### config.mk
export PLATFORM = sky130hd
export DESIGN_NAME = tag_memory_access_guard
export DESIGN_NICKNAME = d
export VERILOG_FILES = /design/src/logic/region_guard.v /design/src/logic/tag_memory_access_guard.v
export VERILOG_INCLUDE_DIRS = /design/src /design/src/logic
export SDC_FILE = /design/constraint.sdc
export NUM_CORES = 1
export LEC_CHECK = 0
export BUFFER_PORTS_ARGS = -buffer_cell sky130_fd_sc_hd__buf_2
export CAP_MARGIN = 20
export CORE_UTILIZATION = 62
export DETAILED_ROUTE_END_ITERATION = 8
export PLACE_DENSITY = 0.79
export REMOVE_ABC_BUFFERS = 1
export SETUP_SLACK_MARGIN = 0.05
export SYNTH_ARGS = -nofsm -noshare
export SYNTH_HDL_FRONTEND = slang
export SYNTH_HIERARCHICAL = 1
export SYNTH_SLANG_ARGS = --single-unit
### constraint.sdc
create_clock -name clk_i -period 3.5 [get_ports clk_i]
set_input_delay 0.875 -clock clk_i [delete_from_list [all_inputs] [get_ports clk_i]]
set_output_delay 0.875 -clock clk_i [all_outputs]
set_load 0.05 [all_outputs]
### src/logic/tag_guard_map.vh
// Purpose: block addresses, settings fields and defaults for the tag memory guard
// Assumes: 8-bit block addresses, 32-bit blocks
// Notes:   definitions only
`ifndef TAG_GUARD_MAP_VH
`define TAG_GUARD_MAP_VH
`define BLK_SECRET        8'hFE
`define BLK_SETTINGS      8'hFF
`define BLK_ID_FIRST      8'h00
`define BLK_ID_LAST       8'h03
`define BLK_USER_FIRST    8'h04
`define BLK_USER_LAST     8'h0F
`define BLK_SMALL_LAST    8'h03
`define BLK_LARGE_LAST    8'h0F
`define BIT_RATE_LO       0
`define BIT_RATE_HI       1
`define BIT_CODING        2
`define BIT_GUARD_ID      3
`define BIT_GUARD_USER    4
`define BIT_GUARD_UPPER_W 5
`define BIT_GUARD_UPPER_RW 6
`define SETTINGS_USED     8'h7F
`define SETTINGS_DEFAULT  8'h05
`define RATE_2K           2'h0
`define RATE_4K           2'h1
`define RATE_8K           2'h2
`define RATE_2K_CODE      2'h0
`define RATE_4K_CODE      2'h1
`define RATE_8K_CODE      2'h2
`define SECRET_DEFAULT    32'h0000_0000
`define RES_OK            2'h0
`define RES_DENIED        2'h1
`define RES_LOCKED        2'h2
`define RES_BAD_ADDR      2'h3
`endif

### src/logic/region_guard.v
// Purpose: decide whether one access to one block is allowed
// Assumes: settings byte and secret match are stable in the request cycle
// Notes:   purely combinational
`timescale 1ns/10ps
`include "tag_guard_map.vh"
module region_guard #(
  parameter LARGE = 1
) (
  input  wire [7:0] addr_i,
  input  wire       is_write_i,
  input  wire [7:0] settings_i,
  input  wire       secret_ok_i,
  input  wire       settings_locked_i,
  input  wire       secret_locked_i,
  output reg  [1:0] result_o
);
  wire in_id    = (addr_i <= `BLK_ID_LAST);
  wire in_user  = (LARGE != 0) && (addr_i >= `BLK_USER_FIRST) && (addr_i <= `BLK_USER_LAST);
  wire in_upper = (LARGE != 0) && (addr_i > `BLK_LARGE_LAST) && (addr_i < `BLK_SECRET);
  always @* begin
    result_o = `RES_OK;
    if (addr_i == `BLK_SETTINGS) begin
      if (is_write_i && settings_locked_i)
        result_o = `RES_LOCKED;
    end else if (addr_i == `BLK_SECRET) begin
      if (is_write_i && secret_locked_i)
        result_o = `RES_LOCKED;
      else if (!is_write_i && !secret_ok_i) // secret never leaks unauthenticated
        result_o = `RES_DENIED;
    end else if (in_id) begin
      if (is_write_i && settings_i[`BIT_GUARD_ID] && !secret_ok_i)
        result_o = `RES_DENIED;
    end else if (in_user) begin
      if (is_write_i && settings_i[`BIT_GUARD_USER] && !secret_ok_i)
        result_o = `RES_DENIED;
    end else if (in_upper) begin
      if (!secret_ok_i && (settings_i[`BIT_GUARD_UPPER_RW] ||
          (is_write_i && settings_i[`BIT_GUARD_UPPER_W])))
        result_o = `RES_DENIED;
    end else begin
      result_o = `RES_BAD_ADDR;
    end
  end
endmodule

### src/logic/tag_memory_access_guard.v
// Purpose: block store, settings byte, secret and lock control of the tag
// Assumes: air decoder presents one command per cycle on req_i, one block at a time
// Notes:   non-volatile store modelled as registers; secret match kept until the next auth command or reset
`timescale 1ns/10ps
`include "tag_guard_map.vh"
// Operation
// store built of 32-bit blocks, whole-block access
// id blocks write-guarded by settings bit3
// user blocks write-guarded by settings bit4
// upper area guarded, bit5 writes, bit6 all
// tag-first coding and rate from low bits
// reader-first replies Manchester at 4 kbit/s
// shipped settings: bi-phase, 4 kbit/s
// settings changed only by block-FF write
// lock forbids later settings or secret writes
// defaults stay writable until explicitly locked
// only the low settings byte matters
// guarded access needs matching 32-bit secret
module tag_memory_access_guard #(
  parameter LARGE  = 1,
  parameter BLOCKS = 16
) (
  input  wire        clk_i,
  input  wire        rst_n_i,
  input  wire        ce_i,
  input  wire        req_i,
  input  wire [1:0]  cmd_i,
  input  wire [7:0]  addr_i,
  input  wire [31:0] wdata_i,
  input  wire        reader_speaks_first_mode_i,
  output reg         done_o,
  output reg  [1:0]  result_o,
  output reg  [31:0] rdata_o,
  output reg         biphase_coding_o,
  output reg  [1:0]  rate_o,
  output reg         secret_ok_o,
  output reg         settings_locked_o,
  output reg         secret_locked_o
);
  localparam CMD_READ  = 2'h0;
  localparam CMD_WRITE = 2'h1;
  localparam CMD_LOCK  = 2'h2;
  localparam CMD_AUTH  = 2'h3;

  reg  [31:0] store [0:BLOCKS-1];
  reg  [7:0]  settings_low_byte;
  reg  [31:0] access_secret;
  reg         secret_ok;
  reg         settings_locked;
  reg         secret_locked;
  wire [1:0]  verdict;
  wire        is_write = (cmd_i == CMD_WRITE);
  integer     i;

  region_guard #(.LARGE(LARGE)) u_guard (
    .addr_i            (addr_i),
    .is_write_i        (is_write),
    .settings_i        (settings_low_byte),
    .secret_ok_i       (secret_ok),
    .settings_locked_i (settings_locked),
    .secret_locked_i   (secret_locked),
    .result_o          (verdict)
  );

  always @(posedge clk_i or negedge rst_n_i) begin
    if (!rst_n_i) begin
      for (i = 0; i < BLOCKS; i = i + 1)
        store[i] <= 32'h0000_0000;
      settings_low_byte <= `SETTINGS_DEFAULT;
      access_secret     <= `SECRET_DEFAULT;
      secret_ok         <= 1'b0;
      settings_locked   <= 1'b0;
      secret_locked     <= 1'b0;
      done_o            <= 1'b0;
      result_o          <= `RES_OK;
      rdata_o           <= 32'h0000_0000;
    end else if (ce_i) begin
      done_o <= req_i;
      if (req_i) begin
        case (cmd_i)
          CMD_AUTH: begin
            secret_ok <= (wdata_i == access_secret);
            result_o  <= (wdata_i == access_secret) ? `RES_OK : `RES_DENIED;
          end
          CMD_LOCK: begin
            if (addr_i == `BLK_SETTINGS) begin
              settings_locked <= 1'b1;
              result_o        <= `RES_OK;
            end else if (addr_i == `BLK_SECRET) begin
              secret_locked <= 1'b1;
              result_o      <= `RES_OK;
            end else begin
              result_o <= `RES_BAD_ADDR;
            end
          end
          CMD_READ: begin
            result_o <= verdict;
            if (verdict == `RES_OK) begin
              if (addr_i == `BLK_SETTINGS)
                rdata_o <= {24'h00_0000, settings_low_byte};
              else if (addr_i == `BLK_SECRET)
                rdata_o <= access_secret;
              else
                rdata_o <= store[addr_i[3:0]];
            end else begin
              rdata_o <= 32'h0000_0000;
            end
          end
          default: begin
            result_o <= verdict;
            if (verdict == `RES_OK) begin
              if (addr_i == `BLK_SETTINGS)
                settings_low_byte <= wdata_i[7:0] & `SETTINGS_USED;
              else if (addr_i == `BLK_SECRET)
                access_secret <= wdata_i;
              else
                store[addr_i[3:0]] <= wdata_i;
            end
          end
        endcase
      end
    end
  end

  // return link setting: reader-first ignores the byte entirely
  always @(posedge clk_i or negedge rst_n_i) begin
    if (!rst_n_i) begin
      biphase_coding_o  <= 1'b0;
      rate_o            <= `RATE_4K_CODE;
      secret_ok_o       <= 1'b0;
      settings_locked_o <= 1'b0;
      secret_locked_o   <= 1'b0;
    end else if (ce_i) begin
      if (reader_speaks_first_mode_i) begin
        biphase_coding_o <= 1'b0;
        rate_o           <= `RATE_4K_CODE;
      end else begin
        biphase_coding_o <= settings_low_byte[`BIT_CODING];
        rate_o           <= settings_low_byte[`BIT_RATE_HI:`BIT_RATE_LO];
      end
      secret_ok_o       <= secret_ok;
      settings_locked_o <= settings_locked;
      secret_locked_o   <= secret_locked;
    end
  end
endmodule

Yosys cells after proc, flatten, opt, wreduce, memory -nomap -nowiden --
Index checks and enable logic that the tools add are counted.
Storage, ports and cells: flip-flop bits (word level) 595, bits of input ports 47, output and inout port bits 41
Cells by class: reduce and logical (&&, ||, !) cells 26, $lt $le $gt $ge 7, multiplexer cells 26, equal/unequal tests 6, bitwise gates (word level) 4
Operators with widths (number):
- 512-bit bitwise mux | 1
- 32-bit two-way mux | 6
- 32-bit binary-select mux with 4-bit select | 1
- 32-bit demux with 4-bit select | 1
- 32-bit equality test | 1
- 2-bit two-way mux | 10
- 8-bit equality test, second input constant | 2
- 1-bit logical AND | 12
- 6-bit AND reduction | 2
- 5-bit AND reduction | 2
- 8-bit by 3-bit >= comparator with 1-bit output, second input constant | 1
- 8-bit by 4-bit greater-than comparator with 1-bit output, second input constant | 1
- 8-bit by 2-bit <= comparator with 1-bit output, second input constant | 1
- 8-bit by 4-bit <= comparator with 1-bit output, second input constant | 1
- 8-bit < comparator, second input constant | 1
- 1-bit two-way mux | 6
- 3-bit AND reduction | 2
- 5-bit >= comparator, second input constant | 1
- 5-bit by 1-bit < comparator with 1-bit output, second input constant | 1
- 4-bit NOT with 5-bit output | 1
- 2-bit equality test, second input constant | 2
- 2-bit zero test | 2
- 2-bit one-hot mux with 2 select lines | 1
- 4-bit AND reduction | 1
- other kinds (6) | 9

Longest topological paths before layout --
Gate-level depths: netlist (run 1).
word-level depth 12, depth in mapped cells 11, depth with buffers taken out 9

Hierarchy --
Netlist (run 1), hierarchy kept.
Modules (own cells, without submodules):
- tag_memory_access_guard | cells an instance 1825, area each 27027.2 µm², times used 1
- region_guard | cells an instance 14, area each 92.6 µm², times used 1

Worst setup path before layout (run 1) --
OpenSTA, ideal clock, no wires.
path type input-to-reg, start point input port addr_i[2], end point register store[10] in the netlist's numbering, stages 9, library setup time 0.125 ns, arrival 3.183 ns, required time 3.375 ns, setup slack 0.193 ns, path buffers 1, path through nor2_1 -> mux2_2 -> a31oi_1 -> o21ai_0 -> or4b_4 -> or2_4 -> nor3_4 -> buf_6 -> mux2_2
On the way: word-level cells in the longest chain between the ends 9, elaborated cells on any way between the ends 25
Ends and longest elaborated chain:
- from (decl) | line tag_memory_access_guard.v:28 | input wire [7:0] addr_i,
- 8-bit by 4-bit greater-than comparator with 1-bit output (no source line) or 8-bit < comparator (tied branches)
- 1-bit logical AND | line region_guard.v:19 | wire in_upper = (LARGE != 0) && (addr_i > `BLK_LARGE_LAST) && (addr_i < `BLK_SECRET);
- 2-bit two-way mux | line region_guard.v:36 | end else if (in_upper) begin
- 2-bit two-way mux | line region_guard.v:33 | end else if (in_user) begin
- 2-bit two-way mux | line region_guard.v:30 | end else if (in_id) begin
- 2-bit two-way mux | line region_guard.v:25 | end else if (addr_i == `BLK_SECRET) begin
- 2-bit two-way mux * | line region_guard.v:22 | if (addr_i == `BLK_SETTINGS) begin
- named net verdict[0] | line tag_memory_access_guard.v:51 | wire [1:0] verdict;
- 2-bit zero test (no source line) *
- 6-bit AND reduction (no source line) *
- to (signal, indexed assignment) | line tag_memory_access_guard.v:117 | store[addr_i[3:0]] <= wdata_i;
- to (decl) | line tag_memory_access_guard.v:45 | reg [31:0] store [0:BLOCKS-1];
The timed path passes the listed nets; every way through them passes the cells marked *. A chain may end at the register's enable or synchronous reset.

Final worst setup path (run 1) --
start point input port addr_i[2], end point register store[6] in the netlist's numbering
The elaborated chain is that of the path after synthesis.

==> impl_metrics.py, run 1 <==
metrics = {
    "sta": {
        "finalSetupTns_ns": 0,
        "period_minus_slack_ns": 3.03,
        "fmax_mhz": 331,
        "finalMaxSlewViolations": 0,
        "period_share_pct": 86.4,
        "hold_violations": 0,
        "skew_ns": 0.0192,
        "setup_violations": 0,
        "rsz0062_at_grt": "no",
        "worst_pin_slew_ns": 0.951,
        "fin_hold_ws_ns": 0.251,
        "slew_headroom_pct": 36.4,
    },
    "route": {
        "wirelength_um": 66200,
        "wl_met3_um": 4080,
        "wl_per_cell_um": 26.1,
        "drt_iter0_drc": 1201,
        "routed.top_layer": "met5",
        "drcViolationCount": 0,
        "vias_per_cell": 6.45,
        "drt-met1-wl_um": 28400,
        "dr_total_vias": 16400,
        "dr.pass1.iters": 5,
        "met2_length_um": 31600,
        "ant_nets": 0,
    },
    "floorplanning": {
        "chipWidth_um": 211,
        "die_h_um": 211,
        "die-area_um2": 44600,
        "rows": 76,
        "core_area_um2": 43100,
        "io_pins": 88,
        "start_util_pct": 62.9,
    },
    "clocking": {
        "ctsResizeCount": 0,
        "path_clk_slew_ns": 0.06,
        "cts_tree": "built",
        "cts-root-buf": "clkbuf_16",
        "cts_buffer_depth": 3,
        "hold_buffers": 0,
        "clk_latency_ns": 0.62,
        "numCtsBuffers": 59,
        "h-tree-depth": 2,
        "clock-sinks": 595,
        "cts_setup_buffers": 0,
    },
    "layout": {
        "drive_above_1_share_pct": 49.5,
        "nFillCells": 2705,
        "diodes": 0,
        "syn_to_final_growth_pct": 13.2,
        "final_util_pct": 71.2,
        "nNetsFinal": 1950,
    },
    "global_route": {
        "grt_overflow": 0,
        "grt_max_degree": 83,
        "grt_pass1_wl_um": 104000,
        "grt_pass1_vias": 17500,
        "grtUsageTotal_pct": 31.2,
        "antenna_found_initial": 1,
    },
    "job": {
        "maxCapViolations": 0,
    },
    "setup_path": {
        "arrival_ns": 3.50,
        "worstPathRequired_ns": 3.98,
        "crit_type": "input pin to register",
        "crit_family": "simple AND/OR/NAND/NOR gates",
        "crit_top_cell": "mux2_2",
        "reg2reg_slack_ns": 0.61,
        "slowest_stage": "or4b_4",
        "path_cells": "buf_2 -> nor2_1 -> mux2_2 -> a31oi_1 -> o21ai_0 -> or4b_4 -> or2_4 -> nor3_4 -> buf_12 -> mux2_2",
        "critPathMaxStageDelay_ns": 0.55,
        "cp-end-kind": "register",
        "crit_path_start_kind": "input pin",
        "path_buf_inv": 2,
        "crit_fanout": 15,
    },
    "pwr": {
        "p_sw_mw": 3.81,
        "seq_power_share_pct": 49.4,
        "power_density_nw_per_um2": 507,
        "sw_frac_of_total_pct": 24.5,
        "power_frac_comb_pct": 10.8,
        "peakVddDrop_v": 0.000453,
        "clockPowerShare_pct": 39.8,
        "p_leak_nw": 15.0,
        "p_int_mw": 11.8,
    },
    "synth": {
        "yosys_warnings": 6,
        "syn-mean-instance-area_um2": 14.8,
        "syn_inst": 1838,
        "netlist_area_um2": 27100,
    },
    "outcome": {
        "status": "complete, no violations",
    },
    "place": {
        "dp_hpwl_um": 40700,
        "io_buffer_count": 87,
        "routabilityCongestion": 0.836,
    },
    "hold_path": {
        "hold_class": "input pin to async pin",
    },
}
==> worst register-to-register path, delay by kind of cell (launching register included) <==
family | cells | cell delay [ns]
AO/OA/AOI/OAI | 2 | 0.29
buffers and inverters | 1 | 0.21
flip-flops | 1 | 0.43
multiplexers | 2 | 0.63
AND/OR/NAND/NOR | 3 | 1.20
==> power groups by stage <==
stage          combinational (mW)  sequential, mW  clock, mW
4_1_cts                      1.70            7.68       6.26
5_1_grt                      1.81            7.75       6.54
2_1_floorplan               0.834            7.88          0
6_report                     1.68            7.69       6.20
3_3_place_gp                 1.62            7.76          0
3_5_place_dp                 1.68            7.80          0
==> layout make-up <==
cell class / instances / area, µm² / area share, %
flip-flops and latches: 595 / 14900 / 48.5
clock buffers: 91 / 1710 / 5.56
multi-input cells: 1027 / 11300 / 36.9
well taps: 585 / 732 / 2.38
clock inverters: 19 / 181 / 0.591
inverters: 31 / 116 / 0.379
repair buffers: 189 / 1730 / 5.63
==> final timing paths <==
| path | from | end | cells past startpoint |
|---|---|---|---|
| worst max-delay path | addr_i[2] | store[6]$_DFFE_PN0P_ | 10 |
| worst min-delay path | rst_n_i | rdata_o[22]$_DFFE_PN0P_ | 1 |
| worst max register to register | settings_low_byte[4]$_DFFE_PN0P_ | store[6]$_DFFE_PN0P_ | 8 |
| worst min register to register | result_o[1]$_DFFE_PN0P_ | result_o[1]$_DFFE_PN0P_ | 2 |
| max in group asynchronous | rst_n_i | store[315]$_DFFE_PN0P_ | 2 |
| min in group clk_i | reader_speaks_first_mode_i | biphase_coding_o$_DFFE_PN0P_ | 2 |
==> sequential cells by signal (all words and copies together) (netlist names), 2 cells and up <==
register / cells
rate_o: 2
result_o: 2
store: 512
access_secret: 32
rdata_o: 32
settings_low_byte: 7
==> per-stage QoR <==
| stage | cells | total power [mW] | instance area [µm²] | setup WS, ns |
|---|---|---|---|---|
| floorplan | 1653 | 8.72 | 26300 | -0.898 |
| global placement | 2427 | 9.38 | 28800 | -0.0662 |
| detailed placement | 2427 | 9.49 | 28800 | -0.117 |
| CTS | 2537 | 15.6 | 30700 | 0.494 |
| global route | 2537 | 16.1 | 30700 | 0.300 |
| finish | 2537 | 15.6 | 30700 | 0.474 |
==> cell usage in the layout, fill, tap and decap left out, drive strengths merged, types with 4 or more instances in the layout <==
| cell | instances |
|---|---|
| a21oi | 4 |
| mux2i | 70 |
| xor2 | 32 |
| a211oi | 32 |
| clkinv | 14 |
| nor3 | 6 |
| a32o | 25 |
| o22ai | 27 |
| mux4 | 103 |
| clkbuf | 92 |
| o21ai | 47 |
| nand2 | 41 |
| o221ai | 8 |
| a22oi | 13 |
| buf | 188 |
| nor2 | 14 |
| dfrtp | 592 |
| nand4 | 5 |
| mux2 | 562 |
| nor4 | 9 |
| inv | 33 |
==> metal layers <==
layer,up-vias,GRT usage (%)
met5,-,1.11
li1,6903,-
met2,533,48.7
met4,2,11.1
met1,8791,44.3
met3,131,5.75
Note: power is estimated with default switching activity, not from simulation.
==> inputs of run 2 (changes only) <==
--- a/config.mk
+++ b/config.mk
@@ -8,7 +8,9 @@
 export LEC_CHECK = 0
 export BUFFER_PORTS_ARGS = -buffer_cell sky130_fd_sc_hd__buf_2
 export CAP_MARGIN = 20
-export CORE_UTILIZATION = 62
+export CELL_PAD_IN_SITES_DETAIL_PLACEMENT = 1
+export CELL_PAD_IN_SITES_GLOBAL_PLACEMENT = 2
+export CORE_UTILIZATION = 46
 export DETAILED_ROUTE_END_ITERATION = 8
 export PLACE_DENSITY = 0.79
 export REMOVE_ABC_BUFFERS = 1
==> run 2 against run 1 <==
Net effect: clock skew is 0.019 ns higher; power is 4.5% higher; first-iteration DRC count down 20%; critical endpoint is now store[10]$_DFFE_PN0P_; largest cell class unchanged; highest routed layer is now met4.
==> impl_metrics.py, run 2 (synthesis gave the netlist of run 1 again) <==
metrics = {
    "sta": {
        "hold_violations": 0,
        "setup_violations": 0,
        "worst_pin_slew_ns": 0.773,
        "fmax_mhz": 318,
        "skew_ns": 0.0386,
        "finalMaxSlewViolations": 0,
        "period_share_pct": 89.8,
        "rsz0062_at_grt": "no",
        "slew_headroom_pct": 48.4,
        "period_minus_slack_ns": 3.14,
        "finalSetupTns_ns": 0,
    },
    "setup_path": {
        "arrival_ns": 3.61,
        "critical_path_depth": 10,
        "r2r-start": "settings_low_byte[3]$_DFFE_PN0P_",
        "worstPathRequired_ns": 3.97,
        "rr_endpoint": "store[10]$_DFFE_PN0P_",
        "path_buf_inv": 2,
        "rr_worst_depth": 8,
        "slowest_stage": "or4b_4",
        "crit_path_start_kind": "input pin",
        "crit_type": "input pin to register",
        "crit_family": "simple AND/OR/NAND/NOR gates",
        "critPathMaxStageDelay_ns": 0.56,
        "cp-end-kind": "register",
        "crit_end": "store[10]$_DFFE_PN0P_",
        "path_cells": "buf_2 -> nor4_1 -> a21oi_1 -> a31oi_1 -> o21ai_0 -> or4b_4 -> or2_4 -> nor3_4 -> buf_12 -> mux2_2",
        "crit_fanout": 20,
        "crit_path_start": "addr_i[4]",
        "reg2reg_slack_ns": 0.55,
    },
    "place": {
        "io_buffer_count": 87,
        "routabilityCongestion": 0.785,
        "dp_hpwl_um": 45600,
    },
    "route": {
        "dr_total_vias": 16300,
        "wl_per_cell_um": 27.0,
        "dr.pass1.iters": 4,
        "wirelength_um": 73900,
        "drt_iter0_drc": 964,
        "drcViolationCount": 0,
        "ant_nets": 0,
        "vias_per_cell": 5.96,
    },
    "layout": {
        "drive_above_1_share_pct": 50.2,
        "nNetsFinal": 1971,
        "mostFrequentLayoutCell": "dfrtp_1",
        "top_register": "store",
        "syn_to_final_growth_pct": 15.7,
        "final_cell_mix": "dfrtp_1, mux2_2, mux4_2",
        "final_util_pct": 54.2,
        "diodes": 0,
        "largest_reg_flops": 512,
        "reg_top3": "store x512, access_secret x32, rdata_o x32",
    },
    "pwr": {
        "p_leak_nw": 15.2,
        "power_density_nw_per_um2": 518,
        "peakVddDrop_v": 0.000441,
    },
    "clocking": {
        "path_clk_slew_ns": 0.06,
        "ctsResizeCount": 0,
        "clk_latency_ns": 0.61,
        "numCtsBuffers": 66,
        "cts_buffer_depth": 3,
        "h-tree-depth": 3,
        "cts_tree": "built",
        "hold_buffers": 0,
        "clock-sinks": 595,
        "cts-root-buf": "clkbuf_16",
        "cts_setup_buffers": 0,
    },
    "floorplanning": {
        "core_area_um2": 57900,
        "die_h_um": 245,
        "die-area_um2": 59900,
        "io_pins": 88,
        "chipWidth_um": 245,
        "rows": 88,
        "start_util_pct": 46.8,
    },
    "global_route": {
        "antenna_found_initial": 0,
        "grt_max_degree": 100,
        "grt_pass1_vias": 18300,
        "grt_overflow": 0,
        "grt_pass1_wl_um": 117000,
        "grtUsageTotal_pct": 25.8,
    },
    "outcome": {
        "status": "complete, no violations",
    },
    "job": {
        "maxCapViolations": 0,
    },
    "hold_path": {
        "hold_class": "input pin to async pin",
    },
}
## run 2: cell count changes in the layout (fill, tap and decap cells not counted), moves of 2 or more
cell       before  now
buf_4          62   67
clkinv_2       13    6
inv_6           2    0
clkbuf_16      59   70
buf_12         40   49
clkbuf_8       12   18
bufinv_16       3    1
clkbuf_1       21   18
## run 2: worst register-to-register path: stages, from the launching register on
cell and delay (ns):
dfrtp_1 0.43, mux2_2 0.29, a31oi_1 0.15, o21ai_0 0.14, or4b_4 0.56, or2_4 0.34
nor3_4 0.31, buf_12 0.22, mux2_2 0.38
## run 2: cell type report
class / count / area [µm²]
Fill cell: 5441 / 26500
Sequential cell: 595 / 14900
Multi-Input combinational cell: 1027 / 11300
Clock buffer: 104 / 2040
Timing Repair Buffer: 203 / 1950
Tap cell: 765 / 957
Inverter: 31 / 116
Clock inverter: 9 / 83.8
## run 2: report_power, final
part	internal, mW	switching, mW
registers	7.41	0.291
logic	0.795	0.919
clock network	4.06	2.79
## run 2: worst min-delay path by stage
stage                                       start                      end  slack (ns)
final                                     rst_n_i   store[374]$_DFFE_PN0P_        0.27
after global routing                      rst_n_i   store[372]$_DFFE_PN0P_        0.31
after CTS                                 rst_n_i   store[342]$_DFFE_PN0P_        0.29
after detailed placement   rdata_o[1]$_DFFE_PN0P_   rdata_o[1]$_DFFE_PN0P_        0.47
after global placement    result_o[1]$_DFFE_PN0P_  result_o[1]$_DFFE_PN0P_        0.46
after floorplan              store[4]$_DFFE_PN0P_     store[4]$_DFFE_PN0P_        0.45
## run 2: per-stage QoR
stage | std cells | area, µm² | worst slack (ns) | power (mW) | hold WS, ns
6_report | 2734 | 31400 | 0.358 | 16.3 | 0.270
3_3_place_gp | 2621 | 29300 | -0.112 | 9.43 | 0.462
2_1_floorplan | 1653 | 26300 | -0.898 | 8.72 | 0.453
4_1_cts | 2734 | 31400 | 0.413 | 16.4 | 0.293
3_5_place_dp | 2621 | 29300 | -0.180 | 9.55 | 0.473
5_1_grt | 2734 | 31400 | 0.186 | 16.9 | 0.308
## run 2: per-layer routing
metal  up-vias  GRT usage (%)  wire (µm)
met5         -              0          0
met4         0           8.20       1810
met3       110           4.11       3310
met2       344           41.8      35700
met1      8915           35.8      33100
li1       6925              -          -
==> inputs of run 3 (changes only) <==
--- a/config.mk
+++ b/config.mk
@@ -13,6 +13,7 @@
 export CORE_UTILIZATION = 46
 export DETAILED_ROUTE_END_ITERATION = 8
 export PLACE_DENSITY = 0.79
+export RECOVER_POWER = 50
 export REMOVE_ABC_BUFFERS = 1
 export SETUP_SLACK_MARGIN = 0.05
 export SYNTH_ARGS = -nofsm -noshare
==> run 3 against run 2 <==
Net effect: the flow now finishes with violations (capacitance limit, slew limit); cell count unchanged; combinational power about the same; clock power is essentially flat; sequential power barely moved; critical path depth unchanged; global-route usage unchanged; clock skew decreased by 0.0013 ns; core utilization decreased by 0.18 points; critical endpoint unchanged.
==> impl_metrics.py, run 3 (synthesis gave the netlist of run 1 again) <==
metrics = {
    "layout": {
        "diodes": 0,
        "final_cell_mix": "dfrtp_1, mux2_2, mux4_2",
        "nNetsFinal": 1971,
        "reg_top3": "store x512, access_secret x32, rdata_o x32",
        "syn_to_final_growth_pct": 15.3,
        "mostFrequentLayoutCell": "dfrtp_1",
        "largest_reg_flops": 512,
        "final_area_um2": 31300,
        "top_register": "store",
        "drive_above_1_share_pct": 48.9,
    },
    "sta": {
        "fmax_mhz": 318,
        "period_share_pct": 89.8,
        "finalSetupTns_ns": 0,
        "slew_headroom_pct": -56.2,
        "setup_violations": 0,
        "finalMaxSlewViolations": 74,
        "rsz0062_at_grt": "no",
        "hold_violations": 0,
        "period_minus_slack_ns": 3.14,
        "skew_ns": 0.0374,
        "worst_pin_slew_ns": 2.34,
        "finalWorstSetupSlack_ns": 0.358,
    },
    "clocking": {
        "clk_latency_ns": 0.61,
        "numCtsBuffers": 66,
        "cts-root-buf": "clkbuf_16",
        "cts_buffer_depth": 3,
        "cts_setup_buffers": 0,
        "hold_buffers": 0,
        "cts_tree": "built",
        "ctsResizeCount": 0,
        "path_clk_slew_ns": 0.06,
        "h-tree-depth": 3,
        "clock-sinks": 595,
    },
    "outcome": {
        "status": "finished, violations left",
        "violations": "capacitance limit, slew limit",
    },
    "route": {
        "drt_iter0_drc": 890,
        "dr.pass1.iters": 5,
        "dr_total_vias": 16300,
        "wl_per_cell_um": 27.0,
        "vias_per_cell": 5.97,
        "ant_nets": 0,
        "wirelength_um": 73900,
        "drcViolationCount": 0,
    },
    "setup_path": {
        "arrival_ns": 3.61,
        "rr_worst_depth": 8,
        "path_cells": "buf_2 -> nor4_1 -> a21oi_1 -> a31oi_1 -> o21ai_0 -> or4b_4 -> or2_4 -> nor3_4 -> buf_12 -> mux2_2",
        "cp-end-kind": "register",
        "critPathMaxStageDelay_ns": 0.56,
        "crit_type": "input pin to register",
        "crit_path_start_kind": "input pin",
        "crit_fanout": 20,
        "slowest_stage": "or4b_4",
        "worstPathRequired_ns": 3.97,
    },
    "place": {
        "dpl_worst_slack_ns": -0.180,
        "dpl_cell_area_um2": 29300,
        "io_buffer_count": 87,
        "routabilityCongestion": 0.785,
        "dp_hpwl_um": 45600,
    },
    "floorplanning": {
        "die_h_um": 245,
        "rows": 88,
        "core_area_um2": 57900,
        "die-area_um2": 59900,
        "io_pins": 88,
        "start_util_pct": 46.8,
        "chipWidth_um": 245,
    },
    "global_route": {
        "grt_pass1_wl_um": 117000,
        "antenna_found_initial": 0,
        "grt_overflow": 0,
        "grt_pass1_vias": 18300,
        "grt_max_degree": 100,
        "grtUsageTotal_pct": 25.8,
    },
    "pwr": {
        "p_leak_nw": 15.1,
        "peakVddDrop_v": 0.000443,
        "power_density_nw_per_um2": 519,
    },
    "hold_path": {
        "whs_path_depth": 2,
        "hold_class": "register to register",
    },
    "job": {
        "maxCapViolations": 1,
    },
}
-- run 3: where the power goes --
group | total, mW | switching, mW | internal, mW
clock | 6.84 | 2.78 | 4.06
sequential | 7.70 | 0.290 | 7.41
combinational | 1.70 | 0.919 | 0.781
total | 16.2 | 3.99 | 12.3
-- run 3: layout make-up --
class / count / area, µm²
inverter: 31 / 116
fill: 5457 / 26600
tap: 765 / 957
clock buffer: 104 / 2040
sequential: 595 / 14900
multi-input combinational: 1027 / 11300
timing repair buffer: 203 / 1840
clock inverter: 9 / 83.8
-- run 3: worst max-delay path: cells and delay by family --
family                 cells  cell delay (ns)
multiplexers               1             0.36
buffers and inverters      2             0.34
AND/OR/NAND/NOR            4             1.62
AO/OA/AOI/OAI              3             0.38
-- run 3: worst paths after layout --
kind	slack, ns	end	start
max in group asynchronous	0.64	access_secret[25]$_DFFE_PN0P_	rst_n_i
max	0.36	store[10]$_DFFE_PN0P_	addr_i[4]
min	0.48	rdata_o[1]$_DFFE_PN0P_	rdata_o[1]$_DFFE_PN0P_
min reg2reg	0.48	rdata_o[1]$_DFFE_PN0P_	rdata_o[1]$_DFFE_PN0P_
max reg2reg	0.57	store[10]$_DFFE_PN0P_	settings_low_byte[3]$_DFFE_PN0P_
min in group asynchronous	0.96	store[118]$_DFFE_PN0P_	rst_n_i
-- run 3: metal layers --
layer	global-route usage [%]	up-vias	routed length [µm]
li1	-	6932	-
met1	35.8	8932	32600
met2	41.8	352	35900
met3	4.11	107	3590
met4	8.20	0	1760
met5	0	-	0
-- run 3: stage by stage --
step | power [mW] | util [%] | hold WS, ns | std cells
floorplan | 8.72 | - | 0.453 | 1653
global placement | 9.43 | 50.5 | 0.462 | 2621
detailed placement | 9.55 | 50.5 | 0.473 | 2621
CTS | 16.4 | 54.2 | 0.293 | 2734
global route | 16.9 | 54.0 | 0.498 | 2734
finish | 16.2 | 54.0 | 0.483 | 2734
